### src/hdl/udsr_params.svh
`ifndef UDSR_PARAMS_SVH
`define UDSR_PARAMS_SVH

`define UDSR_ADDR_CTRL       12'h000
`define UDSR_ADDR_SOURCE     12'h004
`define UDSR_ADDR_FUNCSEL    12'h008
`define UDSR_ADDR_MINSPD     12'h00C
`define UDSR_ADDR_MAXSPD     12'h010
`define UDSR_ADDR_ACCEL      12'h014
`define UDSR_ADDR_DECEL      12'h018
`define UDSR_ADDR_SPEEDREF   12'h01C
`define UDSR_ADDR_STATUS     12'h020
`define UDSR_ADDR_IRQ_STAT   12'h024
`define UDSR_ADDR_IRQ_MASK   12'h028

`define UDSR_SRC_PLC         4'h7
`define UDSR_FN_ACCEL        5'h14
`define UDSR_FN_DECEL        5'h15

`define UDSR_CTRL_ENABLE     0
`define UDSR_CTRL_BACKUP     1

`define UDSR_RST_MINSPD      16'h0000
`define UDSR_RST_MAXSPD      16'h0708
`define UDSR_RST_RAMP        16'h0064

`define UDSR_CLK_HZ          20000000
`define UDSR_TICK_HZ         1000
`define UDSR_TICK_CYCLES     (`UDSR_CLK_HZ / `UDSR_TICK_HZ)

`define UDSR_IRQ_ACC_AL      0
`define UDSR_IRQ_DEC_AL      1
`define UDSR_IRQ_AT_MAX      2
`define UDSR_IRQ_AT_MIN      3
`define UDSR_IRQ_ZEROED      4

`endif

### src/hdl/udsr_pkg.sv
package udsr_pkg;
  typedef struct packed {
    logic        enable;
    logic        backup;
    logic [3:0]  local_reference_source;
    logic [3:0]  remote_reference_source;
  } udsr_ctrl_t;

  typedef struct packed {
    logic        accel_unassigned_alarm;
    logic        decel_unassigned_alarm;
    logic        running;
    logic        accel_cmd;
    logic        decel_cmd;
  } udsr_status_t;

  typedef enum logic [2:0] {
    UDSR_HOLD  = 3'b001,
    UDSR_RAISE = 3'b010,
    UDSR_LOWER = 3'b100
  } udsr_dir_t;
endpackage

### src/hdl/udsr_tick.sv
`timescale 1ns/1ns
`default_nettype none
`include "udsr_params.svh"
module udsr_tick #(
  parameter int CYCLES = `UDSR_TICK_CYCLES
) (
  input  wire logic clk_in,
  input  wire logic sys_rst_in,
  output logic      tick_out
);
  logic [31:0] cnt_q;

  always_ff @(posedge clk_in) begin
    if (sys_rst_in) begin
      cnt_q    <= 32'h0000_0000;
      tick_out <= 1'b0;
    end else if (cnt_q == 32'(CYCLES - 1)) begin
      cnt_q    <= 32'h0000_0000;
      tick_out <= 1'b1;
    end else begin
      cnt_q    <= cnt_q + 32'h0000_0001;
      tick_out <= 1'b0;
    end
  end
endmodule // udsr_tick
`default_nettype wire

### src/hdl/udsr_top.sv
// Implementation choices: register access over APB and the address map.
`timescale 1ns/1ns
`default_nettype none
`include "udsr_params.svh"
module udsr_top #(
  parameter int TICK_CYCLES = `UDSR_TICK_CYCLES
) (
  input  wire logic        clk_in,
  input  wire logic        sys_rst_in,
  input  wire logic        psel_in,
  input  wire logic        penable_in,
  input  wire logic        pwrite_in,
  input  wire logic [11:0] paddr_in,
  input  wire logic [31:0] pwdata_in,
  output logic      [31:0] prdata_out,
  output logic             pready_out,
  output logic             pslverr_out,
  input  wire logic [7:0]  digital_input_n_in,
  output logic      [15:0] present_speed_reference_out,
  output logic             accel_unassigned_alarm_out,
  output logic             decel_unassigned_alarm_out,
  output logic             irq_out
);
  import udsr_pkg::*;

  udsr_ctrl_t   ctrl_q;
  udsr_status_t stat;
  udsr_dir_t    dir;
  logic [39:0]  funcsel_q;
  logic [15:0]  min_q, max_q, accel_ramp_time_q, decel_ramp_time_q;
  logic [15:0]  ref_q;
  logic [7:0]   din_s1_q, din_s2_q;
  logic [4:0]   irq_stat_q, irq_mask_q, irq_evt;
  logic         enable_prev_q, tick;
  logic         at_max_prev_q, at_min_prev_q;
  logic [7:0]   is_acc, is_dec;
  logic         acc_assigned, dec_assigned, acc_raw, dec_raw;
  logic         acc_cmd, dec_cmd, src_ok, running;
  logic [15:0]  acc_step, dec_step;
  logic [16:0]  up_sum;
  logic [15:0]  next_ref;
  logic         access, wr, rd;

  udsr_tick #(.CYCLES(TICK_CYCLES)) u_tick (
    .clk_in     (clk_in),
    .sys_rst_in (sys_rst_in),
    .tick_out   (tick)
  );

  // pin inputs pass two flops before use
  always_ff @(posedge clk_in) begin
    if (sys_rst_in) begin
      din_s1_q <= 8'h00;
      din_s2_q <= 8'h00;
    end else begin
      din_s1_q <= digital_input_n_in;
      din_s2_q <= din_s1_q;
    end
  end

  genvar gi;
  generate
    for (gi = 0; gi < 8; gi++) begin : g_fn
      assign is_acc[gi] = (funcsel_q[gi*5 +: 5] == `UDSR_FN_ACCEL);
      assign is_dec[gi] = (funcsel_q[gi*5 +: 5] == `UDSR_FN_DECEL);
    end
  endgenerate

  // lowest-numbered assigned input wins
  always_comb begin
    acc_raw = 1'b0;
    // an unassigned decelerate input reads as its idle (high) level
    dec_raw = 1'b1;
    for (int i = 7; i >= 0; i--) begin
      if (is_acc[i]) acc_raw = din_s2_q[i];
      if (is_dec[i]) dec_raw = din_s2_q[i];
    end
  end

  assign acc_assigned = |is_acc;
  assign dec_assigned = |is_dec;
  assign acc_cmd      = acc_raw;
  assign dec_cmd      = ~dec_raw;
  assign src_ok  = (ctrl_q.local_reference_source == `UDSR_SRC_PLC) ||
                   (ctrl_q.remote_reference_source == `UDSR_SRC_PLC);
  assign running = src_ok && acc_assigned && dec_assigned;

  always_comb begin
    if (dec_cmd) dir = UDSR_LOWER;
    else if (acc_cmd) dir = UDSR_RAISE;
    else dir = UDSR_HOLD;
  end

  // step per tick: full span over ramp time in ms
  assign acc_step = (accel_ramp_time_q == 16'h0000) ? max_q :
                    16'((max_q + accel_ramp_time_q - 16'h0001) / accel_ramp_time_q);
  assign dec_step = (decel_ramp_time_q == 16'h0000) ? max_q :
                    16'((max_q + decel_ramp_time_q - 16'h0001) / decel_ramp_time_q);
  assign up_sum = {1'b0, ref_q} + {1'b0, acc_step};

  always_comb begin
    case (dir)
      UDSR_RAISE: next_ref = (up_sum >= {1'b0, max_q}) ? max_q : up_sum[15:0];
      UDSR_LOWER: next_ref = (ref_q <= min_q + dec_step) ? min_q : ref_q - dec_step;
      UDSR_HOLD:  next_ref = ref_q;
      default:    next_ref = ref_q;
    endcase
  end

  always_ff @(posedge clk_in) begin
    if (sys_rst_in) begin
      ref_q         <= 16'h0000;
      enable_prev_q <= 1'b0;
    end else begin
      enable_prev_q <= ctrl_q.enable;
      if (!running) begin
        ref_q <= ref_q;
      end else if (!ctrl_q.enable) begin
        if (acc_cmd && dec_cmd) ref_q <= 16'h0000;
      end else if (!enable_prev_q && !ctrl_q.backup) begin
        ref_q <= min_q;
      end else if (!enable_prev_q) begin
        ref_q <= (ref_q > max_q) ? max_q : ((ref_q < min_q) ? min_q : ref_q);
      end else if (tick) begin
        ref_q <= next_ref;
      end
    end
  end

  // disabled restart-from-zero then rises to the minimum on enable
  always_ff @(posedge clk_in) begin
    if (sys_rst_in) begin
      present_speed_reference_out <= 16'h0000;
      accel_unassigned_alarm_out  <= 1'b0;
      decel_unassigned_alarm_out  <= 1'b0;
    end else begin
      present_speed_reference_out <= ref_q;
      accel_unassigned_alarm_out  <= src_ok && !acc_assigned;
      decel_unassigned_alarm_out  <= src_ok && !dec_assigned;
    end
  end

  assign stat = '{accel_unassigned_alarm: !acc_assigned, decel_unassigned_alarm: !dec_assigned,
                  running: running, accel_cmd: acc_cmd, decel_cmd: dec_cmd};

  // interrupt events: alarms, limit arrivals and the disabled zeroing
  always_ff @(posedge clk_in) begin
    if (sys_rst_in) begin
      at_max_prev_q <= 1'b0;
      // reference resets onto the minimum, which is no arrival
      at_min_prev_q <= 1'b1;
    end else begin
      at_max_prev_q <= (ref_q == max_q);
      at_min_prev_q <= (ref_q == min_q);
    end
  end

  always_comb begin
    irq_evt = 5'h00;
    irq_evt[`UDSR_IRQ_ACC_AL] = src_ok && !acc_assigned;
    irq_evt[`UDSR_IRQ_DEC_AL] = src_ok && !dec_assigned;
    irq_evt[`UDSR_IRQ_AT_MAX] = (ref_q == max_q) && !at_max_prev_q;
    irq_evt[`UDSR_IRQ_AT_MIN] = (ref_q == min_q) && !at_min_prev_q;
    irq_evt[`UDSR_IRQ_ZEROED] = running && !ctrl_q.enable && acc_cmd && dec_cmd && (ref_q != 16'h0000);
  end

  assign access = psel_in && penable_in && pready_out;
  assign wr     = psel_in && penable_in && pwrite_in;
  assign rd     = psel_in && penable_in && !pwrite_in;

  // status clears on read; a same-cycle event wins
  always_ff @(posedge clk_in) begin
    if (sys_rst_in) begin
      irq_stat_q <= 5'h00;
    end else if (rd && pready_out && paddr_in == `UDSR_ADDR_IRQ_STAT) begin
      irq_stat_q <= irq_evt;
    end else begin
      irq_stat_q <= irq_stat_q | irq_evt;
    end
  end

  always_ff @(posedge clk_in) begin
    if (sys_rst_in) irq_out <= 1'b0;
    else irq_out <= |((irq_stat_q | irq_evt) & irq_mask_q);
  end

  // apb: one wait cycle, ready in the access phase's second cycle
  always_ff @(posedge clk_in) begin
    if (sys_rst_in) pready_out <= 1'b0;
    else pready_out <= psel_in && penable_in && !pready_out;
  end

  always_ff @(posedge clk_in) begin
    if (sys_rst_in) begin
      ctrl_q            <= '{enable: 1'b0, backup: 1'b0,
                            local_reference_source: 4'h0, remote_reference_source: 4'h0};
      funcsel_q         <= 40'h00_0000_0000;
      min_q             <= `UDSR_RST_MINSPD;
      max_q             <= `UDSR_RST_MAXSPD;
      accel_ramp_time_q <= `UDSR_RST_RAMP;
      decel_ramp_time_q <= `UDSR_RST_RAMP;
      irq_mask_q        <= 5'h00;
    end else if (wr && pready_out) begin
      case (paddr_in)
        `UDSR_ADDR_CTRL: begin
          ctrl_q.enable <= pwdata_in[`UDSR_CTRL_ENABLE];
          ctrl_q.backup <= pwdata_in[`UDSR_CTRL_BACKUP];
        end
        `UDSR_ADDR_SOURCE: begin
          ctrl_q.local_reference_source  <= pwdata_in[3:0];
          ctrl_q.remote_reference_source <= pwdata_in[7:4];
        end
        `UDSR_ADDR_FUNCSEL: funcsel_q         <= pwdata_in[0] ? {8{pwdata_in[12:8]}} :
                                                 40'(funcsel_q);
        `UDSR_ADDR_MINSPD:  min_q             <= pwdata_in[15:0];
        `UDSR_ADDR_MAXSPD:  max_q             <= pwdata_in[15:0];
        `UDSR_ADDR_ACCEL:   accel_ramp_time_q <= pwdata_in[15:0];
        `UDSR_ADDR_DECEL:   decel_ramp_time_q <= pwdata_in[15:0];
        `UDSR_ADDR_IRQ_MASK: irq_mask_q       <= pwdata_in[4:0];
        default: ;
      endcase
      // per-input select: bit0 clear writes one slot, index in bits 18:16
      if (paddr_in == `UDSR_ADDR_FUNCSEL && !pwdata_in[0])
        funcsel_q[pwdata_in[18:16]*5 +: 5] <= pwdata_in[12:8];
    end
  end

  always_ff @(posedge clk_in) begin
    if (sys_rst_in) begin
      prdata_out  <= 32'h0000_0000;
      pslverr_out <= 1'b0;
    end else if (rd && !pready_out) begin
      pslverr_out <= 1'b0;
      case (paddr_in)
        `UDSR_ADDR_CTRL:     prdata_out <= {30'h0, ctrl_q.backup, ctrl_q.enable};
        `UDSR_ADDR_SOURCE:   prdata_out <= {24'h0, ctrl_q.remote_reference_source,
                                            ctrl_q.local_reference_source};
        `UDSR_ADDR_FUNCSEL:  prdata_out <= {16'h0, is_dec, is_acc};
        `UDSR_ADDR_MINSPD:   prdata_out <= {16'h0, min_q};
        `UDSR_ADDR_MAXSPD:   prdata_out <= {16'h0, max_q};
        `UDSR_ADDR_ACCEL:    prdata_out <= {16'h0, accel_ramp_time_q};
        `UDSR_ADDR_DECEL:    prdata_out <= {16'h0, decel_ramp_time_q};
        `UDSR_ADDR_SPEEDREF: prdata_out <= {16'h0, ref_q};
        `UDSR_ADDR_STATUS:   prdata_out <= {27'h0, stat};
        // include this cycle's events, the clear at ready keeps only later ones
        `UDSR_ADDR_IRQ_STAT: prdata_out <= {27'h0, irq_stat_q | irq_evt};
        `UDSR_ADDR_IRQ_MASK: prdata_out <= {27'h0, irq_mask_q};
        default: begin
          prdata_out  <= 32'h0000_0000;
          pslverr_out <= 1'b1;
        end
      endcase
    end else if (wr && !pready_out) begin
      prdata_out  <= 32'h0000_0000;
      pslverr_out <= (paddr_in > `UDSR_ADDR_IRQ_MASK) || (paddr_in == `UDSR_ADDR_SPEEDREF) ||
                     (paddr_in == `UDSR_ADDR_STATUS) || (paddr_in == `UDSR_ADDR_IRQ_STAT) ||
                     (paddr_in[1:0] != 2'b00);
    end else if (access) begin
      pslverr_out <= 1'b0;
    end
  end
endmodule // udsr_top
`default_nettype wire

### config.mk
export PLATFORM = sky130hd
export DESIGN_NAME = udsr_top
export DESIGN_NICKNAME = d
export VERILOG_FILES = /design/src/hdl/udsr_pkg.sv /design/src/hdl/udsr_tick.sv /design/src/hdl/udsr_top.sv
export VERILOG_INCLUDE_DIRS = /design/src /design/src/hdl
export SDC_FILE = /design/constraint.sdc
export NUM_CORES = 2
export LEC_CHECK = 0
export BUFFER_PORTS_ARGS = -buffer_cell sky130_fd_sc_hd__clkbuf_2
export CAP_MARGIN = 30
export CORE_MARGIN = 8
export CORE_UTILIZATION = 40
export DETAILED_ROUTE_END_ITERATION = 6
export HOLD_SLACK_MARGIN = 0.08
export PLACE_DENSITY = 0.67
export SYNTH_ARGS = -nofsm -noshare
export SYNTH_HDL_FRONTEND = slang
export SYNTH_SLANG_ARGS = --single-unit
### constraint.sdc
create_clock -name clk_in -period 35.2 [get_ports clk_in]
set_input_delay 7.04 -clock clk_in [delete_from_list [all_inputs] [get_ports clk_in]]
set_output_delay 7.04 -clock clk_in [all_outputs]
set_load 0.1 [all_outputs]
* Word-level counts from Yosys, hierarchy flattened
Cells that the tools add are included.
Word-level totals: register bits 245, input port bits 57, output and inout port bits 53, word-level logic and storage cells 188
Operators by class: $add $sub $neg 9, multiply operators 1, div/mod/pow operators 2, order comparisons 5, equality and inequality tests 36, shift operators 2, muxes and demuxes 45, bitwise operators 3, reductions and logical operators 59
Operators with widths (number):
- $mux W40 | 5
- $mux W16 | 11
- $pmux W16 S11 | 1
- $eq A5 B5 Y1 const B | 16
- $mux W32 | 2
- $add A16 B16 Y16 | 3
- $eq A12 B5 Y1 const B | 4
- $bwmux W40 | 1
- $shift A5 B34 Y40 const A | 1
- $shiftx A5 B34 Y40 | 1
- $eq A12 B6 Y1 const B | 3
- $neg A6 Y34 | 1
- $add A32 B1 Y32 const B | 1
- $div A16 B16 Y16 | 2
- $eq A16 B16 Y1 | 2
- $eq A32 B15 Y1 const B | 1
- $logic_not A16 Y1 | 2
- $pmux W16 S2 | 1
- $sub A16 B1 Y16 const B | 2
- $eq A12 B4 Y1 const B | 2
- $logic_and A1 B1 Y1 | 23
- $mux W1 | 21
- $add A16 B16 Y17 | 1
- $ge A17 B16 Y1 | 1
- 31 further kinds | 54

* Longest topological paths before layout
word-level depth 17, gate-level depth with buffers 177, gate-level depth less buffers 166

* Cells and area by module
A second synthesis with hierarchy kept.
Unflattened totals: cell total of the unflattened synthesis 4037, area total of the unflattened synthesis 29530.8 um^2
Modules (own cells, without submodules):
- udsr_top | times used 1, cells an instance 3846, area each 27871.7 um^2, seq. area each 3923.8 um^2
- udsr_tick | times used 1, cells an instance 191, area each 1659.1 um^2, seq. area each 660.6 um^2

* Least setup slack after synthesis
Ideal clock, no wire load.
path kind register -> register, start register decel_ramp_time_q[1], end register ref_q[2], library setup time 0.126 ns, arrival time 34.938 ns, required time 35.074 ns, slack 0.136 ns, cell stages (with the launch flop) 170, buffers on the path 11, clock period less this slack 35.064 ns, cell sequence dfxtp_1 inv_1 ha_1 inv_1 ha_1 inv_1 fa_1 nand2b_1 a21o_1 a21o_1 o21ai_0 a21oi_1 xnor2_1 inv_1 ha_1 nor2_1 or4_1 o2111a_1 [... 134 more ...] o21bai_1 a21oi_1 o21ai_0 a21oi_1 o21ai_0 o41ai_1 o21bai_1 a21oi_1 xor2_1 ha_1 nand4_1 or4_1 o21ai_1 clkbuf_1 mux2i_1 mux2i_1 a21oi_1 o21ai_0
Between the ends: cells in the longest elaborated chain, start to end 12, elaborated cells between the ends (all ways) 14, classes of those cells add/sub: 4; div: 1; order compare: 1; mux: 7; reduce/logical: 1
Ends and longest elaborated chain:
- start: declaration | RTL line udsr_top.sv:30 | logic [15:0] min_q, max_q, accel_ramp_time_q, decel_ramp_time_q;
- start signal: assignment | RTL line udsr_top.sv:201 | decel_ramp_time_q <= `UDSR_RST_RAMP;
- start signal: assignment | RTL line udsr_top.sv:218 | `UDSR_ADDR_DECEL: decel_ramp_time_q <= pwdata_in[15:0];
- $add A16 B16 Y16 | RTL line udsr_top.sv:98 | 16'((max_q + decel_ramp_time_q - 16'h0001) / decel_ramp_time_q);
- $sub A16 B1 Y16 | RTL line udsr_top.sv:98
- $div A16 B16 Y16 | RTL line udsr_top.sv:98
- $mux W16 (*) | RTL line udsr_top.sv:97 | assign dec_step = (decel_ramp_time_q == 16'h0000) ? max_q :
- $add A16 B16 Y16 | RTL line udsr_top.sv:104 | UDSR_LOWER: next_ref = (ref_q <= min_q + dec_step) ? min_q : ref_q - dec_step;
- $le A16 B16 Y1 | RTL line udsr_top.sv:104
- $mux W16 (*) | RTL line udsr_top.sv:104
- $pmux W16 S2 (*) | RTL line udsr_top.sv:102 | case (dir)
- $mux W16 (*) | RTL line udsr_top.sv:124 | end else if (tick) begin
- $mux W16 (*) | RTL line udsr_top.sv:122 | end else if (!enable_prev_q) begin
- $mux W16 (*) | RTL line udsr_top.sv:120 | end else if (!enable_prev_q && !ctrl_q.backup) begin
- $mux W16 (*) | RTL line udsr_top.sv:118 | end else if (!ctrl_q.enable) begin
- end signal: assignment | RTL line udsr_top.sv:121 | ref_q <= min_q;
- end signal: assignment | RTL line udsr_top.sv:123 | ref_q <= (ref_q > max_q) ? max_q : ((ref_q < min_q) ? min_q : ref_q);
- end signal: assignment | RTL line udsr_top.sv:125 | ref_q <= next_ref;
- end: declaration | RTL line udsr_top.sv:31 | logic [15:0] ref_q;
Every way passes the cells marked *; elsewhere a longest branch is shown, timed or not. The select of a mux whose other input is x is not followed. A chain may end at the register's enable or synchronous reset.

* Final worst setup path
start register max_q[1], end register ref_q[1]
Between the ends: cells in the longest elaborated chain, start to end 12, elaborated cells between the ends (all ways) 24, classes of those cells add/sub: 7; div: 2; order compare: 3; eq/ne: 1; mux: 10; reduce/logical: 1
Ends and longest elaborated chain:
- start: declaration | RTL line udsr_top.sv:30
- start signal: assignment | RTL line udsr_top.sv:199 | max_q <= `UDSR_RST_MAXSPD;
- start signal: assignment | RTL line udsr_top.sv:216 | `UDSR_ADDR_MAXSPD: max_q <= pwdata_in[15:0];
- $add A16 B16 Y16, on equally long branches | RTL line udsr_top.sv:96, udsr_top.sv:98
- $sub A16 B1 Y16, on equally long branches | RTL line udsr_top.sv:96, udsr_top.sv:98
- $div A16 B16 Y16, on equally long branches | RTL line udsr_top.sv:96, udsr_top.sv:98
- $mux W16, on equally long branches | RTL line udsr_top.sv:95, udsr_top.sv:97
- $add A16 B16 Y17 / $add A16 B16 Y16 (equally long branches) | RTL line udsr_top.sv:99, udsr_top.sv:104
- $ge A17 B16 Y1 / $le A16 B16 Y1 (equally long branches) | RTL line udsr_top.sv:103, udsr_top.sv:104
- $mux W16, on equally long branches | RTL line udsr_top.sv:103, udsr_top.sv:104
- $pmux W16 S2 | RTL line udsr_top.sv:102
- $mux W16 | RTL line udsr_top.sv:124
- $mux W16 | RTL line udsr_top.sv:122
- $mux W16 | RTL line udsr_top.sv:120
- $mux W16 | RTL line udsr_top.sv:118
Parallel ways exist; a longest one is shown, timed or not. The select of a mux whose other input is x is not followed.

==> impl_metrics.tcl <==
set metrics [dict create \
    boundaryPins 110 \
    number_of_buffer_cells_added_on_primary_ports 80 \
    wl_mm 104 \
    antenna_found_initial 0 \
    endpoint_class_of_the_critical_path "flip-flop" \
    maximum_number_of_pins_on_one_net_before_global_route_repair 118 \
    slowest_stage "sky130_fd_sc_hd__or4_1" \
    finalNetCount 4811 \
    insertion_delay_ps 560 \
    cp.required_ps 35680 \
    ys_seq_area_share_pct 15.8 \
    internal-power_mw 0.926 \
    die_x_um 286 \
    holdCritPathClass "reg2reg" \
    placement_rows 99 \
    top_delay_family_on_crit_path "compound AO/OA/AOI/OAI gates" \
    vias_per_cell 5.88 \
    synth.lib_cells_used.distinct 98 \
    irDropWorstVdd_v 0.0000501 \
    total_half_perimeter_wirelength_after_legalization_and_detailed_placement_mm 80.6 \
    drv.max_cap_violation_count 0 \
    worst-path-buf-inv 21 \
    drt-pass1-iter-count 5 \
    chipHeight_um 286 \
    synth_ff_type "sky130_fd_sc_hd__dfxtp_1" \
    synth-edff-count 0 \
    power.density_cell_area_nw_per_um2 45.7 \
    sequential_power_share_pct 16.6 \
    skew_final_ps 31.8 \
    via_count 31070 \
    max-slew-margin-rel_pct 31.8 \
    power_mw 1.57 \
    maxSlewViolCount 0 \
    leakagePower_nw 15.1 \
    iteration_0_drc_markers 2830 \
    final_antenna_net_count 0 \
    vias_in_the_first_global_route 28946 \
    floorplan.die_area_um2 81600 \
    critPathKind "reg2reg" \
    worstPathArrival_ps 34110 \
    gate_count_of_the_mapped_netlist 3962 \
    outcome "complete, no violations" \
    clkTransAtPathRegs_ps 70 \
    min_period_over_period_pct 95.5 \
    layout-drive-gt1-share_pct 16.4 \
    post_layout_nonfiller_instances 5282 \
    postLayoutCoreUtil_pct 47.4 \
    worst_slew_pin_slew_ps 1020 \
    grt_first_pass_wirelength_mm 159 \
    setup-violations-final 0 \
    placed_cells_incl_taps 5209 \
    finalHoldViolations 0 \
    initial_utilization_pct 40.1 \
    crit_path_start_kind "flip-flop" \
    totalNegativeSetupSlack_ps 0 \
    yosys_warnings 0 \
    core_um2 72500 \
    switching_fraction_pct 41.0 \
    cts_hold_repair.buffers 0 \
    tritoncts_clock_tree "built" \
    clockBufferDepth 3 \
    remaining_drc_errors 0 \
    max_stage_delay_ps 600 \
    cpMostUsedCell "sky130_fd_sc_hd__ha_1" \
    final_period_minus_worst_setup_slack_ps 33630 \
    clockRootBuffer "sky130_fd_sc_hd__clkbuf_16" \
    cts.sink_count 229 \
    globalRouteOverflowTotal 0 \
    clock_power_share_pct 16.3 \
    cts_buffers 23 \
    fillerInstances 7228 \
    synthArstFlopShare_pct 0 \
    syn-mean-instance-area_um2 7.34 \
    synth.cell_area_um2 29100 \
    combPwrFrac_pct 67.1 \
    layout-area-overhead-vs-synth_pct 18.0 \
    deepest_level_of_the_cts_h_tree 1 \
    ys_seq_elements 229 \
    grt_use_total_pct 23.9 \
    drt-wirelength-per-cell_um 19.7 \
    routabilityCongestion 1.01 \
    net-switching-power_mw 0.644 \
    fmaxAchievable_ghz 0.0297 \
    worstPathMaxFanout 12 \
]
Yosys cell counts (21+ instances only):
library cell                 n  area share (%)
sky130_fd_sc_hd__clkbuf_1  117             1.5
sky130_fd_sc_hd__nand2_1   454             5.9
sky130_fd_sc_hd__nor2b_1    76             1.6
sky130_fd_sc_hd__and3_1     30            0.65
sky130_fd_sc_hd__a221oi_1   21            0.63
sky130_fd_sc_hd__dfxtp_1   229              16
sky130_fd_sc_hd__nor4_1     26            0.56
sky130_fd_sc_hd__o21ai_0   203             3.5
sky130_fd_sc_hd__ha_1      446              19
sky130_fd_sc_hd__a21oi_1   330             5.7
sky130_fd_sc_hd__nor3_1    116             2.0
sky130_fd_sc_hd__or3_1      57             1.2
sky130_fd_sc_hd__a22oi_1    48             1.2
sky130_fd_sc_hd__a211oi_1   34            0.88
sky130_fd_sc_hd__and2_1     25            0.54
sky130_fd_sc_hd__nand3_1    98             1.7
sky130_fd_sc_hd__mux2_2     51             2.0
sky130_fd_sc_hd__a21o_1    111             2.9
sky130_fd_sc_hd__nor2_1    395             5.1
sky130_fd_sc_hd__or2_2      35            0.75
sky130_fd_sc_hd__xor2_1     80             2.4
sky130_fd_sc_hd__nand2b_1   28            0.60
sky130_fd_sc_hd__a31oi_1    49             1.1
sky130_fd_sc_hd__o21a_1     79             2.0
sky130_fd_sc_hd__inv_1     223             2.9
sky130_fd_sc_hd__o211ai_1   45             1.2
sky130_fd_sc_hd__mux2i_1    65             2.2
sky130_fd_sc_hd__nand4_1    42            0.90
sky130_fd_sc_hd__o31ai_1    26            0.67
sky130_fd_sc_hd__xnor2_1   128             3.9
metrics by stage:
stage	cell area (um^2)	worst slack, ps	hold WS (ps)
finish	34300	1570	431
global route	34300	-211	432
CTS	33500	44.2	427
detailed placement	32700	86.1	426
global placement	32700	243	426
floorplan	29100	136	414
final timing paths:
path               startpoint           to  slack, ps  depth (start not counted)
setup / recovery     max_q[1]     ref_q[1]       1570                        168
hold / removal    din_s1_q[7]  din_s2_q[7]        430                          1
setup reg to reg     max_q[1]     ref_q[1]       1570                        168
hold reg to reg   din_s1_q[7]  din_s2_q[7]        430                          1
repair_timing:
action	4_1_cts	5_1_grt
endpoints found under the setup margin	9	16
buffers inserted	0	25
gates cloned	0	3
gates resized for setup	2	138
pin swaps	0	38
power groups by stage:
stage                     registers, mW  clock network, mW  logic (mW)
after floorplan                   0.267                  0       0.694
after detailed placement          0.267                  0        1.01
after CTS                         0.261              0.259        1.02
after global routing              0.261              0.269        1.17
final                             0.261              0.256        1.05
after global placement            0.267                  0       0.997
sequential cells by signal (all words and copies together) (netlist names), 8 cells and up:
register and flops:
accel_ramp_time_q 16, ctrl_q 10, decel_ramp_time_q 16, din_s1_q 8, din_s2_q 8, funcsel_q 40, max_q 16, min_q 16
prdata_out 16, present_speed_reference_out 16, ref_q 16, u_tick.cnt_q 32
routing by layer:
layer	global-route usage [%]	up-vias	part of all wire (%)
met2	38.4	1316	43
met5	0	-	0
li1	-	15086	-
met3	3.94	323	8.8
met1	31.1	14345	42
met4	10.9	0	5.4
cells in the final DEF, fill, tap and decap left out, drive strengths merged, types with 111 or more instances in the layout:
master    n
xnor2   128
a21o    111
ha      446
buf     362
nand2   454
o21ai   214
nor3    117
inv     228
a21oi   330
nor2    396
dfxtp   229
cells by family after synthesis:
logic type,synth area share [%]
AO/OA/AOI/OAI,25.4
AND/OR/NAND/NOR,23.6
buffers and inverters,4.99
adder cells (fa/ha/maj),19.5
multiplexers,4.41
flip-flops,15.8
XOR/XNOR,6.27
other,0.0129
cell type report:
type,instances,area (um^2),share of cell area [%]
flip-flops and latches,229,4590,13.4
clock buffers,28,614,1.79
clock inverters,14,163,0.474
well taps,959,1200,3.50
multi-input cells,3384,23700,69.2
repair buffers,441,3160,9.22
diodes,3,7.51,0.0219
inverters,224,841,2.45
(Power assumes the default switching activity.)
